`config.mk`:
```
export PLATFORM = sky130hd
export DESIGN_NAME = sideband_channel_addressing_config
export DESIGN_NICKNAME = d
export VERILOG_FILES = /design/src/sideband_pkg.sv /design/src/sideband_channel_addressing_config.sv
export SDC_FILE = /design/constraint.sdc
export NUM_CORES = 1
export LEC_CHECK = 0
export ABC_CLOCK_PERIOD_IN_PS = 5000
export BUFFER_PORTS_ARGS = -buffer_cell sky130_fd_sc_hd__buf_2
export CORE_ASPECT_RATIO = 1.75
export CORE_MARGIN = 4
export CORE_UTILIZATION = 47
export CTS_CLUSTER_SIZE = 25
export DETAILED_ROUTE_END_ITERATION = 8
export PLACE_DENSITY = 0.86
export RECOVER_POWER = 100
export SLEW_MARGIN = 20
export SYNTH_ARGS = -nofsm -noshare
export SYNTH_HDL_FRONTEND = slang
export SYNTH_SLANG_ARGS = --single-unit
```
`constraint.sdc`:
```
create_clock -name clk -period 5 [get_ports clk]
set_input_delay 0 -clock clk [delete_from_list [all_inputs] [get_ports clk]]
set_output_delay 0 -clock clk [all_outputs]
set_load 0.005 [all_outputs]
```
`src/sideband_pkg.sv`:
```
package sideband_pkg;

    // Channel identifier layout
    localparam int PKG_ID_MSB = 7;
    localparam int PKG_ID_LSB = 5;
    localparam int CHAN_ID_MSB = 4;
    localparam int CHAN_ID_LSB = 0;
    localparam logic [4:0] WHOLE_PKG_ID = 5'h1F;
    localparam int NUM_CHANNELS = 2;
    localparam int AEN_TYPES = 3;
    localparam int VLAN_ENTRIES = 4;
    localparam int MAC_ENTRIES = 2;

    // Reset values
    localparam logic HW_ARB_RESET = 1'h1;
    localparam logic FLOW_CTRL_RESET = 1'h0;

    // Command opcodes
    typedef enum logic [4:0] {
        CMD_CLEAR_INIT = 5'h00,
        CMD_SELECT_PKG = 5'h01,
        CMD_DESELECT_PKG = 5'h02,
        CMD_ENABLE_CHAN = 5'h03,
        CMD_DISABLE_CHAN = 5'h04,
        CMD_RESET_CHAN = 5'h05,
        CMD_ENABLE_NET_TX = 5'h06,
        CMD_DISABLE_NET_TX = 5'h07,
        CMD_AEN_ENABLE = 5'h08,
        CMD_SET_VLAN = 5'h0B,
        CMD_ENABLE_VLAN = 5'h0C,
        CMD_DISABLE_VLAN = 5'h0D,
        CMD_SET_MAC = 5'h0E,
        CMD_ENABLE_BCAST = 5'h10,
        CMD_DISABLE_BCAST = 5'h11,
        CMD_ENABLE_MCAST = 5'h12,
        CMD_DISABLE_MCAST = 5'h13,
        CMD_SET_FLOW_CTRL = 5'h14,
        CMD_OEM = 5'h1F
    } cmd_op_t;

    // Response codes
    typedef enum logic [1:0] {
        RESP_OK = 2'h0,
        RESP_FAILED = 2'h1,
        RESP_UNSUPPORTED = 2'h2
    } resp_code_t;

    typedef enum logic [1:0] {
        REASON_NONE = 2'h0,
        REASON_INIT_REQUIRED = 2'h1,
        REASON_BAD_CHANNEL = 2'h2,
        REASON_BAD_SCOPE = 2'h3
    } reason_t;

    // Command from the packet parser
    typedef struct packed {
        logic [7:0] chan_id;
        cmd_op_t op;
        logic [15:0] param;
    } cmd_t;

    // Response towards the packet builder
    typedef struct packed {
        logic [7:0] chan_id;
        cmd_op_t op;
        resp_code_t code;
        reason_t reason;
    } resp_t;

    // Per-channel settings visible to the datapath
    typedef struct packed {
        logic initial_state;
        logic chan_en;
        logic net_tx_en;
        logic [AEN_TYPES-1:0] aen_en;
        logic [MAC_ENTRIES-1:0] mac_en;
        logic bcast_en;
        logic mcast_en;
        logic [1:0] vlan_mode;
        logic vlan_en;
        logic [VLAN_ENTRIES-1:0] vlan_entry_en;
    } chan_cfg_t;

endpackage

```
`src/sideband_channel_addressing_config.sv`:
```
`timescale 1ns/1ps
`default_nettype none
// Summary of operation
// - Reset Channel command puts the addressed channel into the initial state.
// - Settings outside the initial state set are kept after channel reset.
// - Channel identifier is package id in bits 7..5, channel in 4..0.
// - Package id low two bits configurable by pins, top bit fixed zero.
// - Internal channel ids run sequentially from zero, one per channel.
// - Internal channel id 0x1F addresses the whole package.
// - Identifiers fully decoded; no two values select the same channel.
// - Identifiers come from pins and survive sideband power-downs.
// - Package-specific commands executed only with internal id 0x1F.
// - Channel commands need id other than 0x1F and a valid channel.
// - Select Package latches the hardware arbitration enable.
// - Package holds arbitration enable and flow control, shared by all channels.
// - Channel enable gates unsolicited sends while selected; responses always allowed.
// - Network transmit forwards only source-MAC matches, and only while enabled.
// - Per-type event enables from AEN Enable; only enabled events sent.
// - Inbound packets filtered by unicast, broadcast, multicast and VLAN settings.
// - VLAN entries stored; Enable/Disable VLAN set mode and on/off.
// - Initial-state channel fails commands other than Clear Initial State, Reset Channel and OEM with initialization required.
// - Entering initial state clears channel, transmit, events, MAC and VLAN enables.
// - With arbitration on, transmit only while holding token and selected.
module sideband_channel_addressing_config
    import sideband_pkg::*;
(
    // Clock and reset
    input wire logic clk,
    input wire logic rst_n,
    // Identity straps
    input wire logic [1:0] pkg_id_pins,
    // Command in, response out
    input wire logic cmd_valid,
    input wire cmd_t cmd,
    output logic resp_valid,
    output resp_t resp,
    // Package state
    output logic pkg_selected,
    output logic hw_arb_en,
    output logic flow_ctrl_en,
    output logic [1:0] flow_ctrl_mode,
    input wire logic arb_token,
    output logic bus_tx_allowed,
    // Channel settings
    output chan_cfg_t [NUM_CHANNELS-1:0] chan_cfg,
    // Unsolicited sends
    input wire logic [NUM_CHANNELS-1:0] unsol_req,
    output logic [NUM_CHANNELS-1:0] unsol_allowed,
    input wire logic [NUM_CHANNELS-1:0][AEN_TYPES-1:0] aen_event,
    output logic [NUM_CHANNELS-1:0][AEN_TYPES-1:0] aen_send,
    // Pass-through to network
    input wire logic [NUM_CHANNELS-1:0] ptx_valid,
    input wire logic [NUM_CHANNELS-1:0][47:0] ptx_src_mac,
    output logic [NUM_CHANNELS-1:0] ptx_forward,
    // Inbound filter
    input wire logic [NUM_CHANNELS-1:0] rx_valid,
    input wire logic [NUM_CHANNELS-1:0][47:0] rx_dst_mac,
    input wire logic [NUM_CHANNELS-1:0] rx_tagged,
    input wire logic [NUM_CHANNELS-1:0][11:0] rx_vlan_id,
    output logic [NUM_CHANNELS-1:0] rx_accept
);

    logic [1:0] pins_meta_r;
    logic [1:0] pins_sync_r;
    logic [2:0] pkg_id_r;
    logic sel_r;
    logic hw_arb_r;
    logic flow_r;
    logic [1:0] flow_mode_r;
    logic resp_valid_r;
    resp_t resp_r;
    chan_cfg_t [NUM_CHANNELS-1:0] cfg_r;

    logic [2:0] cmd_pkg;
    logic [4:0] cmd_chan;
    logic pkg_hit;
    logic whole_pkg;
    logic chan_valid;
    logic [NUM_CHANNELS-1:0] chan_hit;
    logic is_pkg_cmd;
    logic exec_pkg;
    logic exec_chan;

    // True for Select and Deselect Package; Set Flow Control is added in is_pkg_cmd
    function automatic logic pkg_scope(input cmd_op_t op);
        return op == CMD_SELECT_PKG || op == CMD_DESELECT_PKG;
    endfunction

    // Identity straps, synchronised and resampled every cycle
    always_ff @(posedge clk or negedge rst_n) begin
        if (!rst_n) begin
            pins_meta_r <= 2'h0;
            pins_sync_r <= 2'h0;
        end else begin
            pins_meta_r <= pkg_id_pins;
            pins_sync_r <= pins_meta_r;
        end
    end

    always_ff @(posedge clk or negedge rst_n) begin
        if (!rst_n) begin
            pkg_id_r <= 3'h0;
        end else begin
            pkg_id_r <= {1'b0, pins_sync_r};
        end
    end

    // Command decode
    assign cmd_pkg = cmd.chan_id[PKG_ID_MSB:PKG_ID_LSB];
    assign cmd_chan = cmd.chan_id[CHAN_ID_MSB:CHAN_ID_LSB];
    assign pkg_hit = cmd_valid && (cmd_pkg == pkg_id_r);
    assign whole_pkg = (cmd_chan == WHOLE_PKG_ID);
    assign chan_valid = (cmd_chan < 5'(NUM_CHANNELS));
    assign is_pkg_cmd = pkg_scope(cmd.op) || cmd.op == CMD_SET_FLOW_CTRL;
    assign exec_pkg = pkg_hit && whole_pkg && is_pkg_cmd;
    assign exec_chan = pkg_hit && !whole_pkg && chan_valid && !is_pkg_cmd;

    generate
        for (genvar c = 0; c < NUM_CHANNELS; c++) begin : g_hit
            assign chan_hit[c] = exec_chan && (cmd_chan == 5'(c));
        end
    endgenerate

    // Package-wide settings
    always_ff @(posedge clk or negedge rst_n) begin
        if (!rst_n) begin
            sel_r <= 1'b0;
            hw_arb_r <= HW_ARB_RESET;
            flow_r <= FLOW_CTRL_RESET;
            flow_mode_r <= 2'h0;
        end else if (exec_pkg) begin
            unique case (cmd.op)
                CMD_SELECT_PKG: begin
                    sel_r <= 1'b1;
                    hw_arb_r <= ~cmd.param[0];
                end
                CMD_DESELECT_PKG: begin
                    sel_r <= 1'b0;
                end
                CMD_SET_FLOW_CTRL: begin
                    flow_r <= |cmd.param[1:0];
                    flow_mode_r <= cmd.param[1:0];
                end
                default: begin
                end
            endcase
        end
    end

    // Per-channel settings
    generate
        for (genvar c = 0; c < NUM_CHANNELS; c++) begin : g_chan
            logic blocked;
            assign blocked = cfg_r[c].initial_state && cmd.op != CMD_CLEAR_INIT;

            always_ff @(posedge clk or negedge rst_n) begin
                if (!rst_n) begin
                    cfg_r[c] <= '0;
                    cfg_r[c].initial_state <= 1'b1;
                end else if (chan_hit[c]) begin
                    if (cmd.op == CMD_RESET_CHAN) begin
                        cfg_r[c].initial_state <= 1'b1;
                        cfg_r[c].chan_en <= 1'b0;
                        cfg_r[c].net_tx_en <= 1'b0;
                        cfg_r[c].aen_en <= '0;
                        cfg_r[c].mac_en <= '0;
                        cfg_r[c].vlan_en <= 1'b0;
                        cfg_r[c].vlan_entry_en <= '0;
                    end else if (cmd.op == CMD_CLEAR_INIT) begin
                        cfg_r[c].initial_state <= 1'b0;
                    end else if (!blocked) begin
                        unique case (cmd.op)
                            CMD_ENABLE_CHAN: cfg_r[c].chan_en <= 1'b1;
                            CMD_DISABLE_CHAN: cfg_r[c].chan_en <= 1'b0;
                            CMD_ENABLE_NET_TX: cfg_r[c].net_tx_en <= 1'b1;
                            CMD_DISABLE_NET_TX: cfg_r[c].net_tx_en <= 1'b0;
                            CMD_AEN_ENABLE: begin
                                cfg_r[c].aen_en <= cmd.param[AEN_TYPES-1:0];
                            end
                            CMD_SET_MAC: begin
                                cfg_r[c].mac_en[cmd.param[12]] <= cmd.param[13];
                            end
                            CMD_ENABLE_BCAST: cfg_r[c].bcast_en <= 1'b1;
                            CMD_DISABLE_BCAST: cfg_r[c].bcast_en <= 1'b0;
                            CMD_ENABLE_MCAST: cfg_r[c].mcast_en <= 1'b1;
                            CMD_DISABLE_MCAST: cfg_r[c].mcast_en <= 1'b0;
                            CMD_SET_VLAN: begin
                                cfg_r[c].vlan_entry_en[cmd.param[13:12]] <= cmd.param[14];
                            end
                            CMD_ENABLE_VLAN: begin
                                cfg_r[c].vlan_en <= 1'b1;
                                cfg_r[c].vlan_mode <= cmd.param[1:0];
                            end
                            CMD_DISABLE_VLAN: cfg_r[c].vlan_en <= 1'b0;
                            default: begin
                            end
                        endcase
                    end
                end
            end

            // Address tables; entry data kept across channel reset
            logic [47:0] mac_tab [MAC_ENTRIES];
            logic [11:0] vlan_tab [VLAN_ENTRIES];
            always_ff @(posedge clk) begin
                if (chan_hit[c] && !blocked && cmd.op == CMD_SET_MAC) begin
                    mac_tab[cmd.param[12]] <= {36'h0, cmd.param[11:0]};
                end
                if (chan_hit[c] && !blocked && cmd.op == CMD_SET_VLAN) begin
                    vlan_tab[cmd.param[13:12]] <= cmd.param[11:0];
                end
            end

            // Datapath gating
            logic src_match;
            logic uc_match;
            logic vlan_ok;
            always_comb begin
                src_match = 1'b0;
                uc_match = 1'b0;
                vlan_ok = !cfg_r[c].vlan_en || !rx_tagged[c];
                for (int m = 0; m < MAC_ENTRIES; m++) begin
                    src_match |= cfg_r[c].mac_en[m] && ptx_src_mac[c] == mac_tab[m];
                    uc_match |= cfg_r[c].mac_en[m] && rx_dst_mac[c] == mac_tab[m];
                end
                for (int v = 0; v < VLAN_ENTRIES; v++) begin
                    vlan_ok |= rx_tagged[c] && cfg_r[c].vlan_entry_en[v]
                        && rx_vlan_id[c] == vlan_tab[v];
                end
            end

            assign unsol_allowed[c] = unsol_req[c] && cfg_r[c].chan_en && bus_tx_allowed;
            assign aen_send[c] = aen_event[c] & cfg_r[c].aen_en
                & {AEN_TYPES{cfg_r[c].chan_en && bus_tx_allowed}};
            assign ptx_forward[c] = ptx_valid[c] && cfg_r[c].net_tx_en && src_match;
            assign rx_accept[c] = rx_valid[c] && cfg_r[c].chan_en && vlan_ok && (uc_match
                || (&rx_dst_mac[c] && !cfg_r[c].bcast_en)
                || (rx_dst_mac[c][40] && !(&rx_dst_mac[c]) && !cfg_r[c].mcast_en));
        end
    endgenerate

    // Response generation
    always_ff @(posedge clk or negedge rst_n) begin
        if (!rst_n) begin
            resp_valid_r <= 1'b0;
            resp_r <= '0;
        end else begin
            resp_valid_r <= pkg_hit;
            resp_r.chan_id <= cmd.chan_id;
            resp_r.op <= cmd.op;
            resp_r.code <= RESP_OK;
            resp_r.reason <= REASON_NONE;
            if (whole_pkg && !is_pkg_cmd) begin
                resp_r.code <= RESP_FAILED;
                resp_r.reason <= REASON_BAD_SCOPE;
            end else if (!whole_pkg && (is_pkg_cmd || !chan_valid)) begin
                resp_r.code <= RESP_FAILED;
                resp_r.reason <= REASON_BAD_CHANNEL;
            end else if (exec_chan && cfg_r[cmd_chan[0]].initial_state
                         && cmd.op != CMD_CLEAR_INIT && cmd.op != CMD_RESET_CHAN
                         && cmd.op != CMD_OEM) begin
                resp_r.code <= RESP_FAILED;
                resp_r.reason <= REASON_INIT_REQUIRED;
            end
        end
    end

    assign resp_valid = resp_valid_r;
    assign resp = resp_r;
    assign pkg_selected = sel_r;
    assign hw_arb_en = hw_arb_r;
    assign flow_ctrl_en = flow_r;
    assign flow_ctrl_mode = flow_mode_r;
    assign bus_tx_allowed = sel_r && (!hw_arb_r || arb_token);
    assign chan_cfg = cfg_r;

endmodule // sideband_channel_addressing_config
`default_nettype wire

```
### Word level (Yosys, flattened, before mapping)

Memories as Yosys holds them, arrays and structs flattened.
Cells that the tools add are included.

* flip-flop bits (word level): 63
* RAM bits: 144
* input bits: 265
* output and inout bits: 70
* word-level logic and storage cells: 283
* memories: 4

Memories
* g_chan[0].vlan_tab: words 4, bits a word 12, rd ports 4, clocked after memory_dff 0, write ports 1, line sideband_channel_addressing_config.sv:204 `logic [11:0] vlan_tab [VLAN_ENTRIES];`
* g_chan[1].vlan_tab: words 4, bits a word 12, rd ports 4, clocked after memory_dff 0, write ports 1, line sideband_channel_addressing_config.sv:204
* g_chan[0].mac_tab: words 2, bits a word 12, rd ports 2, clocked after memory_dff 0, write ports 1, line sideband_channel_addressing_config.sv:203 `logic [47:0] mac_tab [MAC_ENTRIES];`
* g_chan[1].mac_tab: words 2, bits a word 12, rd ports 2, clocked after memory_dff 0, write ports 1, line sideband_channel_addressing_config.sv:203

* order comparisons: 6
* equality and inequality tests: 41
* mux-type cells: 43
* bitwise logic cells: 21
* reduce and logical (&&, ||, !) cells: 136

Operator list (number)
* $eq 48x48->1: 8
* $eq 12x12->1: 8
* $reduce_and 48->1: 2
* $logic_and 1x1->1: 71
* $mux 16: 4
* $reduce_and 4->1: 12
* $mux 17: 2
* $eq 5x5->1 const B: 6
* $reduce_and 5->1: 6
* $eq 5x4->1 const B: 5
* $eq 5x3->1 const B: 4
* $logic_not 1->1: 16
* $mux 4: 4
* $mux 8: 2
* $reduce_bool 2->1: 7
* $and 3x3->3: 4
* $or 1x1->1: 12
* $pmux 1 s2: 6
* $mux 1: 11
* $eq 5x1->1 const B: 2
* $eq 5x2->1 const B: 2
* $logic_not 5->1: 2
* $logic_or 1x1->1: 10
* $mux 5: 2
* 21 further kinds: 39

### Longest topological paths before layout

* depth after elaboration: 12
* gate-level depth with buffers: 9
* depth with buffers taken out: 6

### Least setup slack after synthesis

Ideal clock, no wire load.

* path kind: reg-to-reg
* start: register pkg_id_r[0]
* end: memory g_chan[1].mac_tab[0][0] (netlist name), enable pin
* setup time: 449 ps
* arrival: 3431 ps
* data required time: 4551 ps
* slack: 1121 ps
* stages on the path, launching flop included: 7
* buffers on the path: 1
* period minus slack after synthesis: 3879 ps
* cell sequence: dfrtp_1 -> xor2_1 -> nor4b_4 -> o211ai_4 -> or2_1 -> buf_6 -> a2111oi_0

* word-level cells in the longest chain between the ends: 10

Ends and longest elaborated chain
* start: declaration: line sideband_channel_addressing_config.sv:65 `logic [2:0] pkg_id_r;`
* start signal: assignment: line sideband_channel_addressing_config.sv:104 `pkg_id_r <= {1'b0, pins_sync_r};`
* $eq 3x2->1: line sideband_channel_addressing_config.sv:111 `assign pkg_hit = cmd_valid && (cmd_pkg == pkg_id_r);`
* $logic_and 1x1->1: line sideband_channel_addressing_config.sv:111
* named net pkg_hit: line sideband_channel_addressing_config.sv:76 `logic pkg_hit;`
* $logic_and 1x1->1 (3 in a row): line sideband_channel_addressing_config.sv:116 `assign exec_chan = pkg_hit && !whole_pkg && chan_valid && !is_pkg_cmd;`
* $logic_and 1x1->1: line sideband_channel_addressing_config.sv:120 `assign chan_hit[c] = exec_chan && (cmd_chan == 5'(c));`
* $logic_and 1x1->1 (2 in a row): line sideband_channel_addressing_config.sv:206 `if (chan_hit[c] && !blocked && cmd.op == CMD_SET_MAC) begin`
* $mux 1: line sideband_channel_addressing_config.sv:206
* $mux 1 (implied by the code): line sideband_channel_addressing_config.sv:207 `mac_tab[cmd.param[12]] <= {36'h0, cmd.param[11:0]};`
* end: declaration: line sideband_channel_addressing_config.sv:203

The timed path passes the listed nets, and every way through them passes these cells.

### Worst setup path after layout

* start: register pkg_id_r[0]
* end: memory g_chan[1].vlan_tab[3][3], enable pin

* word-level cells in the longest chain between the ends: 10

Ends and longest elaborated chain
* $eq 3x2->1: line sideband_channel_addressing_config.sv:111
* $logic_and 1x1->1: line sideband_channel_addressing_config.sv:111
* named net pkg_hit: line sideband_channel_addressing_config.sv:76
* $logic_and 1x1->1 (3 in a row): line sideband_channel_addressing_config.sv:116
* $logic_and 1x1->1: line sideband_channel_addressing_config.sv:120
* $logic_and 1x1->1 (2 in a row): line sideband_channel_addressing_config.sv:209 `if (chan_hit[c] && !blocked && cmd.op == CMD_SET_VLAN) begin`
* $mux 1: line sideband_channel_addressing_config.sv:209
* $mux 1 (implied by the code): line sideband_channel_addressing_config.sv:210 `vlan_tab[cmd.param[13:12]] <= cmd.param[11:0];`
* end: declaration: line sideband_channel_addressing_config.sv:204

The timed path passes the listed nets, and every way through them passes these cells.

==> results.yml <==
outcome:
  status: "finished, violations left"
  violations: "capacitance limit, slew limit"
setup_path:
  cp_data_required_time_ns: 5.11
  reg2reg_slack_ns: 1.15
  end_kind: "register"
  worstPathArrival_ns: 3.96
  reg2reg_to: "g_chan[1].vlan_tab[3][3]"
  worstSetupPathType: "reg2reg"
  startpoint_type: "register"
  reg2regPathDepth: 6
  cp_max_fo: 15
  r2r-start: "pkg_id_r[0]"
global_route:
  antenna_found_initial: 0
  overflow: 0
  grt_use_met1_pct: 28.8
  grt_pass1_vias: 8555
  grt_pass1_wl_mm: 47.0
  grt_use_total_pct: 25.7
  use_met3_pct: 4.40
  busiest_layer: "met2"
  grt_use_met2_pct: 46.7
  grt_max_degree: 63
drt:
  wirelength_mm: 31.2
  drt-initial-drc-count: 642
  viasPerCell: 5.75
  route.detailed.drc: 0
  first_pass_iters: 7
  wire_per_inst_um: 22.0
  antenna_left: 0
  vias: 8164
synthesis:
  synth_largest_area_cell: "edfxtp_1"
  synth_cells: 792
  ys_types: 58
  syn_nets: 1057
  synth-main-ff-cell: "edfxtp_1"
  synth_edf_count: 144
  syn_avg_cell_area_um2: 12.6
  synth_area_um2: 9950
  yosysMostFrequentCell: "edfxtp_1"
  netlist.area_leader.share_pct: 43.5
  ys_seq_area_share_pct: 59.1
  synth_common_cells: "edfxtp_1, xnor2_1, xor2_1"
  ys_ff_latch: 206
  async_flop_share_pct: 30.1
  synthTopCellsByArea: "edfxtp_1, dfrtp_1, xnor2_1"
  yosys_warnings: 0
sta:
  fin_skew_ns: 0.0207
  worst_pin_slew_ns: 3.22
  max_freq_ghz: 0.260
  fin_tns_setup_ns: 0
  max-slew-margin-rel_pct: -115
  rsz0062_at_grt: "no"
  finalCriticalPeriod_ns: 3.85
  hold_viol_final: 0
  setup_violations: 0
  whs_ns: 0.0491
  finalCritPeriodShare_pct: 77.0
  fin_ws_ns: 1.15
  maxSlewViolCount: 82
worst_hold_path:
  min_from: "cmd[12]"
  holdPathStages: 3
  min-delay-path-class: "in2reg"
  hold_end: "chan_cfg[26]"
final_layout:
  drive_gt1_share_pct: 24.9
  finish.utilization_pct: 60.2
  instances_no_fill: 1419
  diodes: 0
  final_nets: 1421
  syn_to_final_growth_pct: 26.0
floorplanning:
  dieHeight_um: 200
  die_area_um2: 23700
  fp.coreArea_um2: 20800
  chipWidth_um: 118
  io_pins: 335
  initial_core_util_pct: 47.7
  rows: 70
clocking:
  holdBufCountCts: 30
  cts_tree: "yes"
  root_buffer: "clkbuf_16"
  cts_made_buffers: 17
  insertion_delay_ns: 0.49
  clock_sinks: 206
  cts_buffer_depth: 3
  path_clk_slew_ns: 0.07
  ctsResizeCount: 0
  htreeDepth: 1
  cts_setup_buffers: 0
power:
  power_density_nw_per_um2: 274
  clkPwrFrac_pct: 36.4
  power.leakage_nw: 4.65
  p_switching_w: 0.000801
  peakVddDrop_mv: 0.315
  p_seq_share_pct: 53.5
  switching_share_pct: 23.3
  internal-power_w: 0.00264
  comb_power_share_pct: 10.1
run:
  cap_violations: 2
place:
  place.gp.congestion: 0.943
  io_buffers: 332
  placed_cells: 1359
  pre_cts_slack_ns: 1.78
  place_hpwl_mm: 24.1
## power by group through the flow
stage	clock network, W	logic [W]	registers, W
after floorplan	0	0.000113	0.00188
after global placement	0	0.000325	0.00188
after detailed placement	0	0.000333	0.00188
after CTS	0.00126	0.000353	0.00184
after global routing	0.00134	0.000378	0.00184
final	0.00125	0.000348	0.00184
## flip-flops by register name (all words and copies together), names as in the netlist
register / count
hw_arb_en: 1
pkg_selected: 1
g_chan.vlan_tab: 96
flow_ctrl_en: 1
pins_meta_r: 2
pins_sync_r: 2
pkg_id_r: 2
resp_valid: 1
flow_ctrl_mode: 2
chan_cfg: 34
resp: 16
g_chan.mac_tab: 48
## final cells by class
type	count	area (um2)
fillers	1683	8310
flip-flops and latches	206	5880
multi-input cells	558	3920
repair buffers	365	1870
clock buffers	19	443
well taps	252	315
clock inverters	11	76.3
inverters	8	30.0
## worst max-delay path, stage by stage, from the launching register on
cell and delay [ns]:
dfrtp_1 0.38, xor2_1 0.16, nor4b_1 0.91, o211ai_4 0.18, or2_0 0.52, or3_1 0.55, nor2_1 0.80
## metrics by stage
stage	power, W	cell area (um2)
detailed placement	0.00221	11900
floorplan	0.00199	9950
global placement	0.00220	11900
global route	0.00356	12500
finish	0.00344	12500
CTS	0.00346	12700
## cell families (layout without fill, tap and decap cells)
family          count (synthesis)  in the layout  share of synthesized area [%]
other cells                     1              1                         0.0377
mux                             7              7                          0.780
compound gates                 86             86                           6.16
xor+xnor                      195            195                           17.2
buf+inv                        28            403                           1.30
simple gates                  269            269                           15.5
flops                         206            206                           59.1
## metal layers
metal	routed length [um]	share of wire, %
met1	10900	35
met2	16300	52
met3	2230	7.2
met4	1720	5.5
met5	0	0
## worst max path at each step
stage	startpoint	endpoint	slack (ns)	cells after the start
after floorplan	pkg_id_r[0]	g_chan[1].mac_tab[0][0]	1.12	6
after global placement	pkg_id_r[0]	g_chan[1].vlan_tab[3][6]	1.88	6
after detailed placement	pkg_id_r[0]	g_chan[1].vlan_tab[3][7]	1.78	6
after CTS	pkg_id_r[0]	g_chan[1].vlan_tab[3][8]	1.81	6
after global routing	cmd[16]	chan_cfg[17]	0.91	9
final	pkg_id_r[0]	g_chan[1].vlan_tab[3][3]	1.15	6
## layout by cell type, fill, tap and decap left out, types with 8 or more instances in the layout
cell           count
clkbuf_16         17
nand2_1           29
nor2_1            36
nand4_1           64
buf_2            250
o31ai_1           12
edfxtp_1         144
dlygate4sd3_1     30
o21ai_0           31
inv_1              8
nor3_1             8
dfrtp_1           59
nor4_1            68
xor2_1            95
o21a_1             8
clkbuf_1          83
xnor2_1          100
nand3_1           23
Note: power is estimated with default switching activity, not from simulation.
